**src/hdl/lsd_pkg.sv**
```systemverilog
// Package for the segment display controller: map, fields, types
package lsd_pkg;
    // ----------------------------------------
    // Register map, word addresses
    // ----------------------------------------
    localparam int          ADDR_W     = 4;
    localparam logic [3:0]  A_CTRL     = 4'h0;
    localparam logic [3:0]  A_DIV      = 4'h1;
    localparam logic [3:0]  A_DISCH    = 4'h2;
    localparam logic [3:0]  A_CONTRAST = 4'h3;
    localparam logic [3:0]  A_BLINK    = 4'h4;
    localparam logic [3:0]  A_STATUS   = 4'h5;
    localparam logic [3:0]  A_CLEAR    = 4'h6;
    localparam logic [3:0]  A_INTEN    = 4'h7;
    localparam int          SEG_SEL    = 3;   // Address bit picking seg words
    // ----------------------------------------
    // Field positions and reset values
    // ----------------------------------------
    localparam int          C_EN       = 0;
    localparam int          C_MUX      = 1;   // Two bits
    localparam int          C_THIRD    = 3;
    localparam int          C_ACM      = 4;   // Two bits
    localparam int          C_WKEN     = 6;
    localparam int          B_RATE     = 8;   // Eight bits
    localparam int          S_RO       = 8;   // Live state in status
    localparam int          N_SEG      = 40;
    localparam int          N_COM      = 4;
    localparam int          N_BLINK    = 8;
    localparam int          N_EV       = 4;
    localparam int          EV_FRAME   = 0;
    localparam int          EV_VBAT    = 1;
    localparam int          EV_BLINK   = 2;
    localparam int          EV_DISCH   = 3;
    localparam logic [15:0] DIV_RST    = 16'h0001;
    localparam logic [7:0]  BRATE_RST  = 8'h10;
    localparam logic [5:0]  CON_RST    = 6'h20;
    // ----------------------------------------
    // Drive level codes, V0 lowest
    // ----------------------------------------
    localparam logic [1:0]  LV0        = 2'h0;
    localparam logic [1:0]  LV1        = 2'h1;
    localparam logic [1:0]  LV2        = 2'h2;
    localparam logic [1:0]  LV3        = 2'h3;
    // ----------------------------------------
    // Types
    // ----------------------------------------
    typedef enum logic [2:0] {
        SQ_IDLE  = 3'h1,
        SQ_DRIVE = 3'h2,
        SQ_DISCH = 3'h4
    } lsd_seq_t;

    typedef struct packed {
        logic [ADDR_W-1:0] addr;
        logic [31:0]       wdata;
        logic              wr;
        logic              rd;
    } lsd_bus_t;

    typedef struct packed {
        logic [2:0]                      rtc_s;
        logic [2:0]                      vb_s;
        logic [1:0]                      sl_s;
        logic                            en;
        logic [1:0]                      mux;
        logic                            third;
        logic [1:0]                      acm;
        logic                            wken;
        logic [15:0]                     div;
        logic [7:0]                      dis;
        logic [5:0]                      con;
        logic [N_BLINK-1:0]              bmask;
        logic [7:0]                      brate;
        logic [N_COM-1:0][N_SEG-1:0]     seg;
        logic [N_EV-1:0]                 sts;
        logic [N_EV-1:0]                 ien;
        lsd_seq_t                        seq;
        logic [15:0]                     cnt;
        logic [1:0]                      slot;
        logic                            ph;
        logic [7:0]                      bcnt;
        logic                            bon;
        logic [2*N_SEG-1:0]              seg_lvl;
        logic [2*N_COM-1:0]              com_lvl;
        logic                            disch;
        logic                            wake;
        logic                            irq;
        logic [31:0]                     rdata;
    } lsd_state_t;
endpackage : lsd_pkg

```
**src/hdl/lsd_top.sv**
```systemverilog
// Segment display controller: registers, sequencer, waveform levels
//
// The placing of the registers and the strobed register port were chosen for this implementation.
`timescale 1ns/1ns
// Operation
// Static, 2-, 3- or 4-mux drive chosen by control mux field.
// Half or one-third bias level sequences chosen by control bit.
// Forty segment outputs and four common outputs, each own waveform.
// All frame timing counts edges of the low frequency timer clock.
// One state bit per segment in registers drives every waveform.
// Optional discharge interval of programmed timer clock cycles.
// Hardware blinking of up to eight segments without rewriting bits.
// Four auto-contrast modes selected by a mode field.
// Battery monitor trip can be enabled as deepest sleep wakeup.
// Programmable contrast setting drives charge pump level.
// Controller keeps running in deepest sleep mode.
// Commons active in turn per slot; unused commons held inactive.
module lsd_top (
    input  wire logic                          mclk,
    input  wire logic                          rst,
    input  wire lsd_pkg::lsd_bus_t             bus,
    input  wire logic                          low_freq_timer_clock,
    input  wire logic                          vbat_low,
    input  wire logic                          deepest_sleep_mode,
    output logic [31:0]                        rdata,
    output logic [2*lsd_pkg::N_SEG-1:0]        seg_level,
    output logic [2*lsd_pkg::N_COM-1:0]        common_drive_outputs,
    output logic                               discharge,
    output logic [5:0]                         contrast,
    output logic [1:0]                         contrast_mode,
    output logic                               wake,
    output logic                               irq
);
    lsd_pkg::lsd_state_t s;
    lsd_pkg::lsd_state_t n;

    // ----------------------------------------
    // Level selection
    // ----------------------------------------
    // Seg on is the inverse of a selected common, so the cell sees full
    // swing; the two phases of a slot keep the cell free of DC.
    function automatic logic [1:0] lvl(
        input logic is_com,
        input logic act,
        input logic ph,
        input logic third,
        input logic stat
    );
        logic [1:0] vmax;
        vmax = (third && !stat) ? lsd_pkg::LV3 : lsd_pkg::LV2;
        if (is_com) begin
            if (act)
                lvl = ph ? lsd_pkg::LV0 : vmax;
            else if (third)
                lvl = ph ? lsd_pkg::LV2 : lsd_pkg::LV1;
            else
                lvl = lsd_pkg::LV1;
        end else begin
            if (act)
                lvl = ph ? vmax : lsd_pkg::LV0;
            else if (third && !stat)
                lvl = ph ? lsd_pkg::LV1 : lsd_pkg::LV2;
            else
                lvl = ph ? lsd_pkg::LV0 : vmax;
        end
    endfunction : lvl

    // ----------------------------------------
    // Decode helpers
    // ----------------------------------------
    // Address bit three splits segment words from control registers
    function automatic logic seg_word(
        input logic [lsd_pkg::ADDR_W-1:0] a
    );
        seg_word = a[lsd_pkg::SEG_SEL];
    endfunction : seg_word

    // Two words per common: low pins, then pins 39:32
    function automatic logic [1:0] seg_com(
        input logic [lsd_pkg::ADDR_W-1:0] a
    );
        seg_com = a[2:1];
    endfunction : seg_com

    // Wraps silently; callers compare against the limit first
    function automatic logic [15:0] step16(
        input logic [15:0] v
    );
        step16 = v + 16'h0001;
    endfunction : step16

    function automatic logic running(
        input lsd_pkg::lsd_seq_t q
    );
        running = (q == lsd_pkg::SQ_DRIVE);
    endfunction : running

    function automatic logic [31:0] ctrl_word(
        input lsd_pkg::lsd_state_t q
    );
        ctrl_word = {25'h0, q.wken, q.acm, q.third, q.mux, q.en};
    endfunction : ctrl_word

    // Live state above the sticky bits; bits 7:4 read as zero
    function automatic logic [31:0] status_word(
        input lsd_pkg::lsd_state_t q
    );
        status_word = {17'h0, q.bon, q.ph, q.slot, q.disch,
                       running(q.seq), q.sl_s[1], 4'h0, q.sts};
    endfunction : status_word

    // ----------------------------------------
    // Next state
    // ----------------------------------------
    always_comb begin
        logic                         tick;
        logic                         adv;
        logic                         on;
        logic                         run;
        logic [lsd_pkg::N_EV-1:0]     ev;
        logic [1:0]                   wc;
        tick = 1'b0;
        adv  = 1'b0;
        on   = 1'b0;
        run  = 1'b0;
        ev   = '0;
        wc   = seg_com(bus.addr);
        n    = s;
        // Sampling the timer clock costs resolution but keeps one domain
        n.rtc_s = {s.rtc_s[1:0], low_freq_timer_clock};
        n.vb_s  = {s.vb_s[1:0], vbat_low};
        n.sl_s  = {s.sl_s[0], deepest_sleep_mode};
        tick    = s.rtc_s[1] & ~s.rtc_s[2];
        ev[lsd_pkg::EV_VBAT] = s.vb_s[1] & ~s.vb_s[2];

        if (bus.wr) begin
            if (seg_word(bus.addr)) begin
                if (bus.addr[0])
                    n.seg[wc][39:32] = bus.wdata[7:0];
                else
                    n.seg[wc][31:0] = bus.wdata;
            end else begin
                case (bus.addr)
                    lsd_pkg::A_CTRL: begin
                        n.en    = bus.wdata[lsd_pkg::C_EN];
                        n.mux   = bus.wdata[lsd_pkg::C_MUX +: 2];
                        n.third = bus.wdata[lsd_pkg::C_THIRD];
                        n.acm   = bus.wdata[lsd_pkg::C_ACM +: 2];
                        n.wken  = bus.wdata[lsd_pkg::C_WKEN];
                    end
                    lsd_pkg::A_DIV:      n.div = bus.wdata[15:0];
                    lsd_pkg::A_DISCH:    n.dis = bus.wdata[7:0];
                    lsd_pkg::A_CONTRAST: n.con = bus.wdata[5:0];
                    lsd_pkg::A_BLINK: begin
                        n.bmask = bus.wdata[lsd_pkg::N_BLINK-1:0];
                        n.brate = bus.wdata[lsd_pkg::B_RATE +: 8];
                    end
                    lsd_pkg::A_CLEAR:
                        n.sts = s.sts & ~bus.wdata[lsd_pkg::N_EV-1:0];
                    lsd_pkg::A_INTEN:
                        n.ien = bus.wdata[lsd_pkg::N_EV-1:0];
                    default: ;
                endcase
            end
        end

        // Sleep input is only reported; nothing here stops in sleep
        case (s.seq)
            lsd_pkg::SQ_IDLE: begin
                n.cnt  = '0;
                n.slot = '0;
                n.ph   = 1'b0;
                if (s.en)
                    n.seq = lsd_pkg::SQ_DRIVE;
            end
            lsd_pkg::SQ_DRIVE: begin
                if (!s.en)
                    n.seq = lsd_pkg::SQ_IDLE;
                else if (tick) begin
                    if (s.cnt >= s.div) begin
                        n.cnt = '0;
                        if (s.dis != 8'h00) begin
                            n.seq = lsd_pkg::SQ_DISCH;
                            ev[lsd_pkg::EV_DISCH] = 1'b1;
                        end else
                            adv = 1'b1;
                    end else
                        n.cnt = step16(s.cnt);
                end
            end
            lsd_pkg::SQ_DISCH: begin
                if (!s.en)
                    n.seq = lsd_pkg::SQ_IDLE;
                else if (tick) begin
                    if (step16(s.cnt) >= {8'h00, s.dis}) begin
                        n.cnt = '0;
                        n.seq = lsd_pkg::SQ_DRIVE;
                        adv   = 1'b1;
                    end else
                        n.cnt = step16(s.cnt);
                end
            end
            default: n.seq = lsd_pkg::SQ_IDLE;
        endcase

        if (adv) begin
            n.ph = ~s.ph;
            if (s.ph) begin
                if (s.slot >= s.mux) begin
                    n.slot = '0;
                    ev[lsd_pkg::EV_FRAME] = 1'b1;
                    if (s.bcnt >= s.brate) begin
                        n.bcnt = '0;
                        n.bon  = ~s.bon;
                        ev[lsd_pkg::EV_BLINK] = 1'b1;
                    end else
                        n.bcnt = s.bcnt + 8'h01;
                end else
                    n.slot = s.slot + 2'h1;
            end
        end

        // Event set wins over a clear in the same cycle
        n.sts  = n.sts | ev;
        n.irq  = |(n.sts & n.ien);
        n.wake = n.wken & s.vb_s[1];

        // ----------------------------------------
        // Pin levels
        // ----------------------------------------
        run       = running(n.seq);
        n.disch   = (n.seq == lsd_pkg::SQ_DISCH);
        n.com_lvl = '0;
        n.seg_lvl = '0;
        for (int k = 0; k < lsd_pkg::N_COM; k++) begin
            if (run && k <= n.mux)
                n.com_lvl[2*k +: 2] = lvl(1'b1, n.slot == k, n.ph,
                                          n.third, n.mux == 2'h0);
        end
        for (int p = 0; p < lsd_pkg::N_SEG; p++) begin
            on = n.seg[n.slot][p];
            if (p < lsd_pkg::N_BLINK && n.bmask[p % lsd_pkg::N_BLINK]
                && !n.bon)
                on = 1'b0;
            if (run)
                n.seg_lvl[2*p +: 2] = lvl(1'b0, on, n.ph, n.third,
                                          n.mux == 2'h0);
        end

        // ----------------------------------------
        // Read port
        // ----------------------------------------
        // Answer stands one cycle only, then reads as zero
        n.rdata = '0;
        if (bus.rd) begin
            if (seg_word(bus.addr)) begin
                if (bus.addr[0])
                    n.rdata = {24'h000000, s.seg[wc][39:32]};
                else
                    n.rdata = s.seg[wc][31:0];
            end else begin
                case (bus.addr)
                    lsd_pkg::A_CTRL:
                        n.rdata = ctrl_word(s);
                    lsd_pkg::A_DIV:      n.rdata = {16'h0000, s.div};
                    lsd_pkg::A_DISCH:    n.rdata = {24'h000000, s.dis};
                    lsd_pkg::A_CONTRAST: n.rdata = {26'h0000000, s.con};
                    lsd_pkg::A_BLINK:
                        n.rdata = {16'h0000, s.brate, s.bmask};
                    lsd_pkg::A_STATUS:
                        n.rdata = status_word(s);
                    lsd_pkg::A_INTEN:    n.rdata = {28'h0000000, s.ien};
                    default:             n.rdata = '0;
                endcase
            end
        end
    end

    // ----------------------------------------
    // State register
    // ----------------------------------------
    always_ff @(posedge mclk) begin
        if (rst) begin
            s       <= '0;
            s.seq   <= lsd_pkg::SQ_IDLE;
            s.div   <= lsd_pkg::DIV_RST;
            s.brate <= lsd_pkg::BRATE_RST;
            s.con   <= lsd_pkg::CON_RST;
            // Blink phase starts on so masked pins show at once
            s.bon   <= 1'b1;
        end else begin
            s <= n;
        end
    end

    assign rdata                = s.rdata;
    assign seg_level            = s.seg_lvl;
    assign common_drive_outputs = s.com_lvl;
    assign discharge            = s.disch;
    assign contrast             = s.con;
    assign contrast_mode        = s.acm;
    assign wake                 = s.wake;
    assign irq                  = s.irq;
endmodule : lsd_top

```
**config.mk**
```make
export PLATFORM = sky130hd
export DESIGN_NAME = lsd_top
export DESIGN_NICKNAME = d
export VERILOG_FILES = /design/src/hdl/lsd_pkg.sv /design/src/hdl/lsd_top.sv
export SDC_FILE = /design/constraint.sdc
export NUM_CORES = 1
export LEC_CHECK = 0
export BUFFER_PORTS_ARGS = -buffer_cell sky130_fd_sc_hd__buf_2
export CAP_MARGIN = 40
export CORE_MARGIN = 3
export CORE_UTILIZATION = 45
export CTS_CLUSTER_SIZE = 30
export DETAILED_ROUTE_END_ITERATION = 16
export PLACE_DENSITY = 0.67
export SLEW_MARGIN = 40
export SYNTH_ARGS = -nofsm -noshare
export SYNTH_HDL_FRONTEND = slang
export SYNTH_SLANG_ARGS = --single-unit
```
**constraint.sdc**
```tcl
create_clock -name mclk -period 4.4 [get_ports mclk]
set_clock_uncertainty 0.15 [all_clocks]
set_input_delay 0.22 -clock mclk [delete_from_list [all_inputs] [get_ports mclk]]
set_output_delay 0.22 -clock mclk [all_outputs]
set_load 0.03 [all_outputs]
```
Word-level counts from Yosys, hierarchy flattened
Cells that the tools add are included.
{"block": "classes", "n_reduce_logical": 33, "bitwise": 17, "eq_ne": 19, "magnitude_cmp": 10, "muxes": 126, "addsub": 3}
{"operator": "bitwise mux 160 bit", "n": 2}
{"operator": "two-way mux 160 bit", "n": 2}
{"operator": "two-way mux 220 bit", "n": 1}
{"operator": "binary-select mux 40 bit (select 2 bit)", "n": 2}
{"operator": "demux 40 bit (select 2 bit)", "n": 2}
{"operator": "two-way mux 40 bit", "n": 3}
{"operator": "case mux 16 bit (7 select lines)", "n": 1}
{"operator": "two-way mux 2 bit", "n": 52}
{"operator": "two-way mux 16 bit", "n": 6}
{"operator": "two-way mux 32 bit", "n": 3}
{"operator": "two-way mux 52 bit", "n": 1}
{"operator": "case mux 16 bit (3 select lines)", "n": 1}
{"operator": "two-way mux 19 bit", "n": 2}
{"operator": "two-way mux 1 bit", "n": 29}
{"operator": "two-way mux 8 bit", "n": 3}
{"operator": "two-way mux 3 bit", "n": 7}
{"operator": "two-way mux 9 bit", "n": 2}
{"operator": "AND reduction 3 bit", "n": 6}
{"operator": "adder 16 x 1 -> 16 bit, second input constant", "n": 1}
{"operator": "equality test 4 x 3 -> 1 bit, second input constant", "n": 4}
{"operator": ">= comparator 16 bit", "n": 1}
{"operator": ">= comparator 16 x 8 -> 1 bit", "n": 1}
{"operator": "logical AND 1 bit", "n": 13}
{"operator": "two-way mux 12 bit", "n": 1}
{"operator": "33 further kinds", "n": 62}
{"block": "word_totals", "output_inout_bits": 131, "in_bits": 43, "wordCells": 242, "regBits": 383}

Longest topological paths before layout
Gate-level depths: netlist (run 1).
{"block": "depth", "word_depth": 15, "depth_mapped": 17, "mapped_depth_nobuf": 14}

Worst setup path before layout (run 1)
No wires, ideal clock.
{"block": "synth_timing", "path_type": "register -> register", "startpoint": "register s[135] (netlist name)", "endpoint": "register s, in the netlist seg_level[9]", "setup_slack_ns": 0.973, "setup_ns": 0.072, "synth_period_minus_slack_ns": 3.427, "n_path_buf": 2, "required_ns": 4.178, "t_arrival_ns": 3.205, "stages_incl_launch_ff": 15, "path_cell_list": "dfxtp_1 -> ha_1 -> xor2_1 -> ha_1 -> a211oi_1 -> o21ai_0 -> a221o_1 -> a211oi_4 -> a31o_2 -> or3_1 -> buf_4 -> buf_4 -> a21oi_1 -> o41ai_2 -> mux2i_1"}
{"block": "synth_via", "elab_chain_len": 11, "elab_cells_between_ends": 31, "classes_between": "add/sub (1); order compare (2); eq/ne (1); mux (23); bitwise (1); reduce/logical (3)"}
{"item": "start, declared", "line": "lsd_top.sv:34", "rtl": "lsd_pkg::lsd_state_t s;"}
{"item": "start signal, assigned", "line": "lsd_top.sv:292", "rtl": "s <= n;"}
{"item": "adder 16 x 1 -> 16 bit", "line": "lsd_top.sv:89", "rtl": "step16 = v + 16'h0001;"}
{"item": ">= comparator 16 x 8 -> 1 bit", "line": "lsd_top.sv:195", "rtl": "if (step16(s.cnt) >= {8'h00, s.dis}) begin"}
{"item": "two-way mux 1 bit", "line": "lsd_top.sv:195"}
{"item": "two-way mux 1 bit", "line": "lsd_top.sv:194", "rtl": "else if (tick) begin"}
{"item": "two-way mux 1 bit", "line": "lsd_top.sv:192", "rtl": "if (!s.en)"}
{"item": "case mux 1 bit (2 select lines)", "line": "lsd_top.sv:168", "rtl": "case (s.seq)"}
{"item": "two-way mux 12 bit", "line": "lsd_top.sv:206", "rtl": "if (adv) begin"}
{"item": "binary-select mux 40 bit (select 2 bit) or logical NOT 1 bit (tied branches)"}
{"item": "two-way mux 40 bit or logical AND 1 bit (tied branches)"}
{"item": "two-way mux 1 bit", "line": "lsd_top.sv:242", "rtl": "if (p < lsd_pkg::N_BLINK && n.bmask[p % lsd_pkg::N_BLINK]"}
{"item": "two-way mux 2 bit", "line": "lsd_top.sv:59", "rtl": "if (act)"}
Several ways; a longest one is shown, not always the timed one. The select of a mux whose other input is x is not followed.
A chain may end at the register's enable or synchronous reset.

Worst setup path in the final report (run 1)
{"block": "layout_timing", "startpoint": "register s[135] (netlist name)", "endpoint": "register s, in the netlist seg_level[39]"}
{"block": "layout_via", "elab_chain_len": 10, "elab_cells_between_ends": 28, "classes_between": "add/sub (1); order compare (2); eq/ne (1); mux (22); bitwise (1); reduce/logical (1)"}
{"item": "adder 16 x 1 -> 16 bit", "line": "lsd_top.sv:89"}
{"item": ">= comparator 16 x 8 -> 1 bit", "line": "lsd_top.sv:195"}
{"item": "two-way mux 1 bit", "line": "lsd_top.sv:195"}
{"item": "two-way mux 1 bit", "line": "lsd_top.sv:194"}
{"item": "two-way mux 1 bit", "line": "lsd_top.sv:192"}
{"item": "case mux 1 bit (2 select lines)", "line": "lsd_top.sv:168"}
{"item": "two-way mux 12 bit", "line": "lsd_top.sv:206"}
{"item": "binary-select mux 40 bit (select 2 bit), or another cell as far along", "line": "lsd_top.sv:241", "rtl": "on = n.seg[n.slot][p];"}
{"item": "two-way mux 40 bit or two-way mux 2 bit (tied branches)"}
{"item": "two-way mux 2 bit", "line": "lsd_top.sv:59"}
Several ways; a longest one is shown, not always the timed one. The select of a mux whose other input is x is not followed.

==> impl_metrics.toml, run 1 <==
[sta]
hold_viol = 0
finalSetupViolCount = 0
timing.fmax_mhz = 241
tightest_slew_ps = 837
rsz0062_at_grt = "false"
fin_hold_ws_ps = 58.8
period_minus_slack_ps = 4160
fin_ws_ps = 244
final_max_slew_viol_count = 0
fin_crit_sh_pct = 94.5
slew_headroom_pct = 44.2
tns_ps = 0

[clock_tree]
clkTransAtPathRegs_ps = 60
clk_latency_ps = 540
cts_tree = "done"
cts_made_buffers = 38
clockBufferDepth = 3
cts_root_buffer = "clkbuf_16"
htreeDepth = 2
cts_setup_buffers = 0
clock-sinks = 344

[global_routing]
grt_pass1_wl_mm = 79.7
grt_max_degree = 152
antenna_found_initial = 1
grt_util_all_layers_pct = 24.3
grt_pass1_vias = 14000
overflow = 0

[routing]
drt-wirelength-per-cell_um = 21.2
drtPass1Iterations = 5
antenna_left = 0
wirelength_mm = 51.5
first_iter_violations = 1204
routed_via_density = 5.88
dr_wl_met2_mm = 23.7
met3RoutedLength_mm = 4.46
highest_layer = "met4"
vias = 14200
wl_met1_mm = 21.9
drc = 0

[yosys]
yosysSeqAreaShare_pct = 39.6
syn-cell-area_um2 = 17400
synth_edf_count = 0
post-synth-top-area-cell = "dfxtp_1"
synth_common_cells = "344 x dfxtp_1, 213 x nor2_1, 210 x mux2i_1"
synth_nets = 1933
async_reset_ff_share_pct = 0
yosysWarnings = 0
avgSynthCellArea_um2 = 9.37
synthTopCellsByArea = "dfxtp_1 40%, mux2i_1 12%, buf_4 5.8%"
synthFlopType = "dfxtp_1"
synth_top_area_share_pct = 39.6
ys_seq_elements = 344
yosysUniqueCellTypes = 70
synth.most_common_cell = "dfxtp_1"
syn_inst = 1854

[critical_path]
crit_buf_inv = 2
r2r_slack_ps = 240
critPathCaptureType = "register"
worstPathMaxFanout = 19
r2r_start = "s[135]"
critPathLaunch = "s[135]"
crit_family = "compound AO/OA/AOI/OAI gates"
critPathLaunchType = "register"
path_cells = "ha_1 -> xor2_1 -> ha_1 -> a211oi_1 -> o21ai_0 -> a221o_1 -> a211oi_4 -> a31oi_4 -> and3_2 -> buf_4 -> buf_4 -> or3_1 -> o2111a_1 -> mux2i_1"
required_ps = 4660
worst-r2r-cell-count = 14
r2r-end = "seg_level[39]"
cpPeakStageDelay_ps = 440
crit_path_top_delay_cell = "dfxtp_1"
crit_arrival_ps = 4410
worstSetupPathType = "register to register"

[final_layout]
utilization_pct = 51.6
finalInstanceArea_um2 = 19500
fin_nets = 1964
drive_gt1_share_pct = 19.6
regArea_um2 = 6890
area_delta_synth_final_pct = 12.5
multiInputGateArea_um2 = 8870
n_fill_cell = 3506

[pwr]
leakage_nw = 8.01
vdd_drop_max_uv = 341
powerDensity_nw_per_um2 = 351

[worst_hold_path]
hold_class = "primary input to register"
hold_depth = 4
holdCritStartpoint = "bus[36]"
hold_end = "contrast_mode[1]"

[floorplan]
dieArea_um2 = 41000
rows = 71
coreArea_um2 = 37800
die_h_um = 203
boundaryPins = 174
initial_core_util_pct = 45.9
die_x_um = 203

[placed_design]
port_buffers = 173
pre_cts_ws_ps = 259
hpwl_mm = 33.3
placed_area_um2 = 17900
place.gp.congestion = 0.873

[job]
maxCapViolations = 0

[run_status]
status = "finished, final reports clean"
-- layout by cell type (no fill, tap or decap), types with 40 or more instances in the layout --
cell type  count
dfxtp_1      342
mux2i_1      210
nor2_1       209
buf_2        171
nand2_1      144
a21oi_1       99
nand3_1       47
mux4_2        40
-- logic make-up (layout without fill, tap and decap cells) --
logic type                 Yosys count  in the layout  synth area share [%]
AOI/OAI and AO/OA                  328            328                  14.4
buffers and inverters              302            360                  9.73
other                                0              1                     0
adders and majority gates           36             36                  2.59
DFF                                344            344                  39.6
muxes                              259            259                  17.9
xor gates and xnor gates            17             17                 0.857
and+or+nand+nor                    568            568                  14.9
-- what timing repair did --
| action | in CTS | in global routing |
|---|---|---|
| setup endpoints to repair | 0 | 21 |
| hold buffers | 35 | 0 |
| endpoints found under the hold margin | 143 | 0 |
| gates resized for setup | 0 | 4 |
-- worst max path at each step --
stage | to | slack [ps] | cells past startpoint
floorplan | seg_level[9] | 970 | 14
global placement | common_drive_outputs[6] | 290 | 14
detailed placement | seg_level[49] | 260 | 14
CTS | common_drive_outputs[6] | 230 | 13
global route | seg_level[61] | 9 | 14
finish | seg_level[39] | 240 | 14
-- tightest hold or removal path, delay by kind of cell --
kind / cells / cell delay [ps]
AND/OR/NAND/NOR: 2 / 220
buffers and inverters: 1 / 190
AO/OA/AOI/OAI: 1 / 60
-- metal layers --
metal	up-vias	track usage, %
li1	6521	-
met5	-	0
met1	6944	32.8
met2	672	39.3
met4	0	7.62
met3	106	5.27
-- power breakdown --
part	internal, mW	total, mW	switching, mW
clock network	2.02	3.33	1.32
logic	0.133	0.367	0.234
registers	3.15	3.17	0.0193
-- registers in the layout (all words and copies together) (netlist names) --
name and flops:
s 247, seg_level 41, rdata 32, common_drive_outputs 8, contrast 6, n 5
contrast_mode 2, discharge 1, irq 1, wake 1
-- area by class of cell --
class	count	area share (%)
Antenna cell	1	0.0128
Clock buffer	52	5.70
Clock inverter	15	1.05
Inverter	39	0.749
Multi-Input combinational cell	1208	45.4
Sequential cell	344	35.3
Tap cell	511	3.27
Timing Repair Buffer	254	8.56
-- stage by stage --
| step | total power, mW | std cells |
|---|---|---|
| 2_1_floorplan | 3.45 | 1854 |
| 3_3_place_gp | 3.56 | 2321 |
| 3_5_place_dp | 3.57 | 2321 |
| 4_1_cts | 6.91 | 2423 |
| 5_1_grt | 7.06 | 2424 |
| 6_report | 6.87 | 2424 |
(Power assumes the default switching activity.)
==> run 2: changes to the inputs <==
--- a/config.mk
+++ b/config.mk
@@ -7,11 +7,13 @@
 export LEC_CHECK = 0
 export BUFFER_PORTS_ARGS = -buffer_cell sky130_fd_sc_hd__buf_2
 export CAP_MARGIN = 40
-export CORE_MARGIN = 3
+export CELL_PAD_IN_SITES_DETAIL_PLACEMENT = 0
+export CELL_PAD_IN_SITES_GLOBAL_PLACEMENT = 1
+export CORE_MARGIN = 8
 export CORE_UTILIZATION = 45
 export CTS_CLUSTER_SIZE = 30
 export DETAILED_ROUTE_END_ITERATION = 16
-export PLACE_DENSITY = 0.67
+export PLACE_DENSITY = 0.82
 export SLEW_MARGIN = 40
 export SYNTH_ARGS = -nofsm -noshare
 export SYNTH_HDL_FRONTEND = slang
==> impl_metrics.toml, run 2 (synthesis results as in run 1) <==
[critical_path]
required_ps = 4640
worstSetupPathType = "register to register"
r2r-end = "seg_level[23]"
worstPathMaxFanout = 32
worst-r2r-cell-count = 14
crit_arrival_ps = 4420
r2r_start = "s[138]"
r2r_slack_ps = 220
critPathCaptureType = "register"
critPathLaunchType = "register"

[final_layout]
layout_commonest_cell = "dfxtp_1"
largest_reg_flops = 247
largest_register = "s"
final_cell_mix = "343 x dfxtp_1, 210 x mux2i_1, 209 x nor2_1"
drive_gt1_share_pct = 19.7
area_delta_synth_final_pct = 12.8
fin_nets = 1971
finalInstanceArea_um2 = 19600
layoutNonFillerInstCount = 2439

[clock_tree]
clkTransAtPathRegs_ps = 60
clk_latency_ps = 540
htreeDepth = 2
cts-resized-gates = 0
cts_tree = "done"
cts_root_buffer = "clkbuf_16"
clock-sinks = 344
clockBufferDepth = 3
cts_made_buffers = 38

[pwr]
vdd_drop_max_uv = 263
power.total_mw = 6.87
powerDensity_nw_per_um2 = 351
leakage_nw = 8.05

[global_routing]
antenna_found_initial = 2
overflow = 0
grt_max_degree = 99
grt_util_all_layers_pct = 22.6
grt_pass1_wl_mm = 80.6
grt_pass1_vias = 13900

[floorplan]
die_h_um = 213
rows = 72
boundaryPins = 174
die_x_um = 213
coreArea_um2 = 38400
initial_core_util_pct = 45.3
dieArea_um2 = 45200

[sta]
period_minus_slack_ps = 4180
finalSetupViolCount = 0
fin_crit_sh_pct = 94.9
hold_viol = 0
fin_ws_ps = 225
tightest_slew_ps = 832
rsz0062_at_grt = "false"
final_max_slew_viol_count = 0
timing.fmax_mhz = 240
tns_ps = 0
slew_headroom_pct = 44.3

[routing]
drc = 0
wirelength_mm = 52.6
vias = 14100
drtPass1Iterations = 5
routed_via_density = 5.77
first_iter_violations = 1250
drt-wirelength-per-cell_um = 21.6
antenna_left = 0

[placed_design]
pre_cts_ws_ps = 292
port_buffers = 173
hpwl_mm = 34.7
dp.cells = 2327
place.gp.congestion = 0.881
placed_area_um2 = 17800

[job]
maxCapViolations = 0

[worst_hold_path]
hold_class = "primary input to register"
hold_depth = 4
hold_end = "contrast_mode[1]"
holdCritStartpoint = "bus[36]"

[run_status]
status = "finished, final reports clean"
run 2: cell count changes in the layout (fill, tap and decap cells not counted), moves of 2 or more:
| cell | before | now |
|---|---|---|
| clkinvlp_4 | 3 | 0 |
| dlygate4sd3_1 | 35 | 37 |
| buf_4 | 39 | 41 |
| buf_6 | 0 | 3 |
| clkinv_2 | 6 | 10 |
run 2: routing by layer:
metal / wire (um) / track usage (%)
met1: 22300 / 29.4
met2: 24400 / 36.9
met3: 4540 / 5.00
met4: 1260 / 7.26
met5: 13 / 0
run 2: worst max path at each step:
stage | start | to | cells after the start
floorplan | s[135] | seg_level[9] | 14
global placement | s[138] | seg_level[25] | 14
detailed placement | s[135] | seg_level[15] | 14
CTS | s[135] | seg_level[15] | 14
global route | s[138] | common_drive_outputs[6] | 13
finish | s[138] | seg_level[23] | 14
run 2: critical path: stages (launching register included):
cell,delay [ps]
dfxtp_1,500
nand4_1,280
nor2_1,230
xor2_1,180
ha_1,260
a21oi_1,110
o21ai_0,100
a221o_1,330
a211oi_4,320
a31oi_4,180
and3_1,430
buf_12,270
or3_1,380
o2111a_1,160
mux2i_1,120
run 2: report_power, final:
group	internal [mW]	switching [mW]
Clock	2.00	1.33
Combinational	0.135	0.237
Sequential	3.15	0.0194
Total	5.28	1.59
run 2: timing repair:
action                                  4_1_cts  5_1_grt
buffers inserted                              0        5
endpoints found under the setup margin        0        2
hold buffers                                 37        0
endpoints found under the hold margin       181        0
run 2: layout make-up:
type                    instances  area, um^2
diodes                          1        2.50
clock buffers                  51        1100
clock inverters                17         215
fillers                      3600       18800
inverters                      39         146
multi-input cells            1208        8860
flip-flops and latches        344        6890
well taps                     518         648
repair buffers                261        1740
run 2: metrics by stage:
| stage | util, % | hold slack (ps) |
|---|---|---|
| global route | 51.1 | 51.8 |
| global placement | 46.5 | 285 |
| finish | 51.1 | 50.2 |
| detailed placement | 46.5 | 283 |
| floorplan | - | 188 |
| CTS | 50.9 | 15.0 |
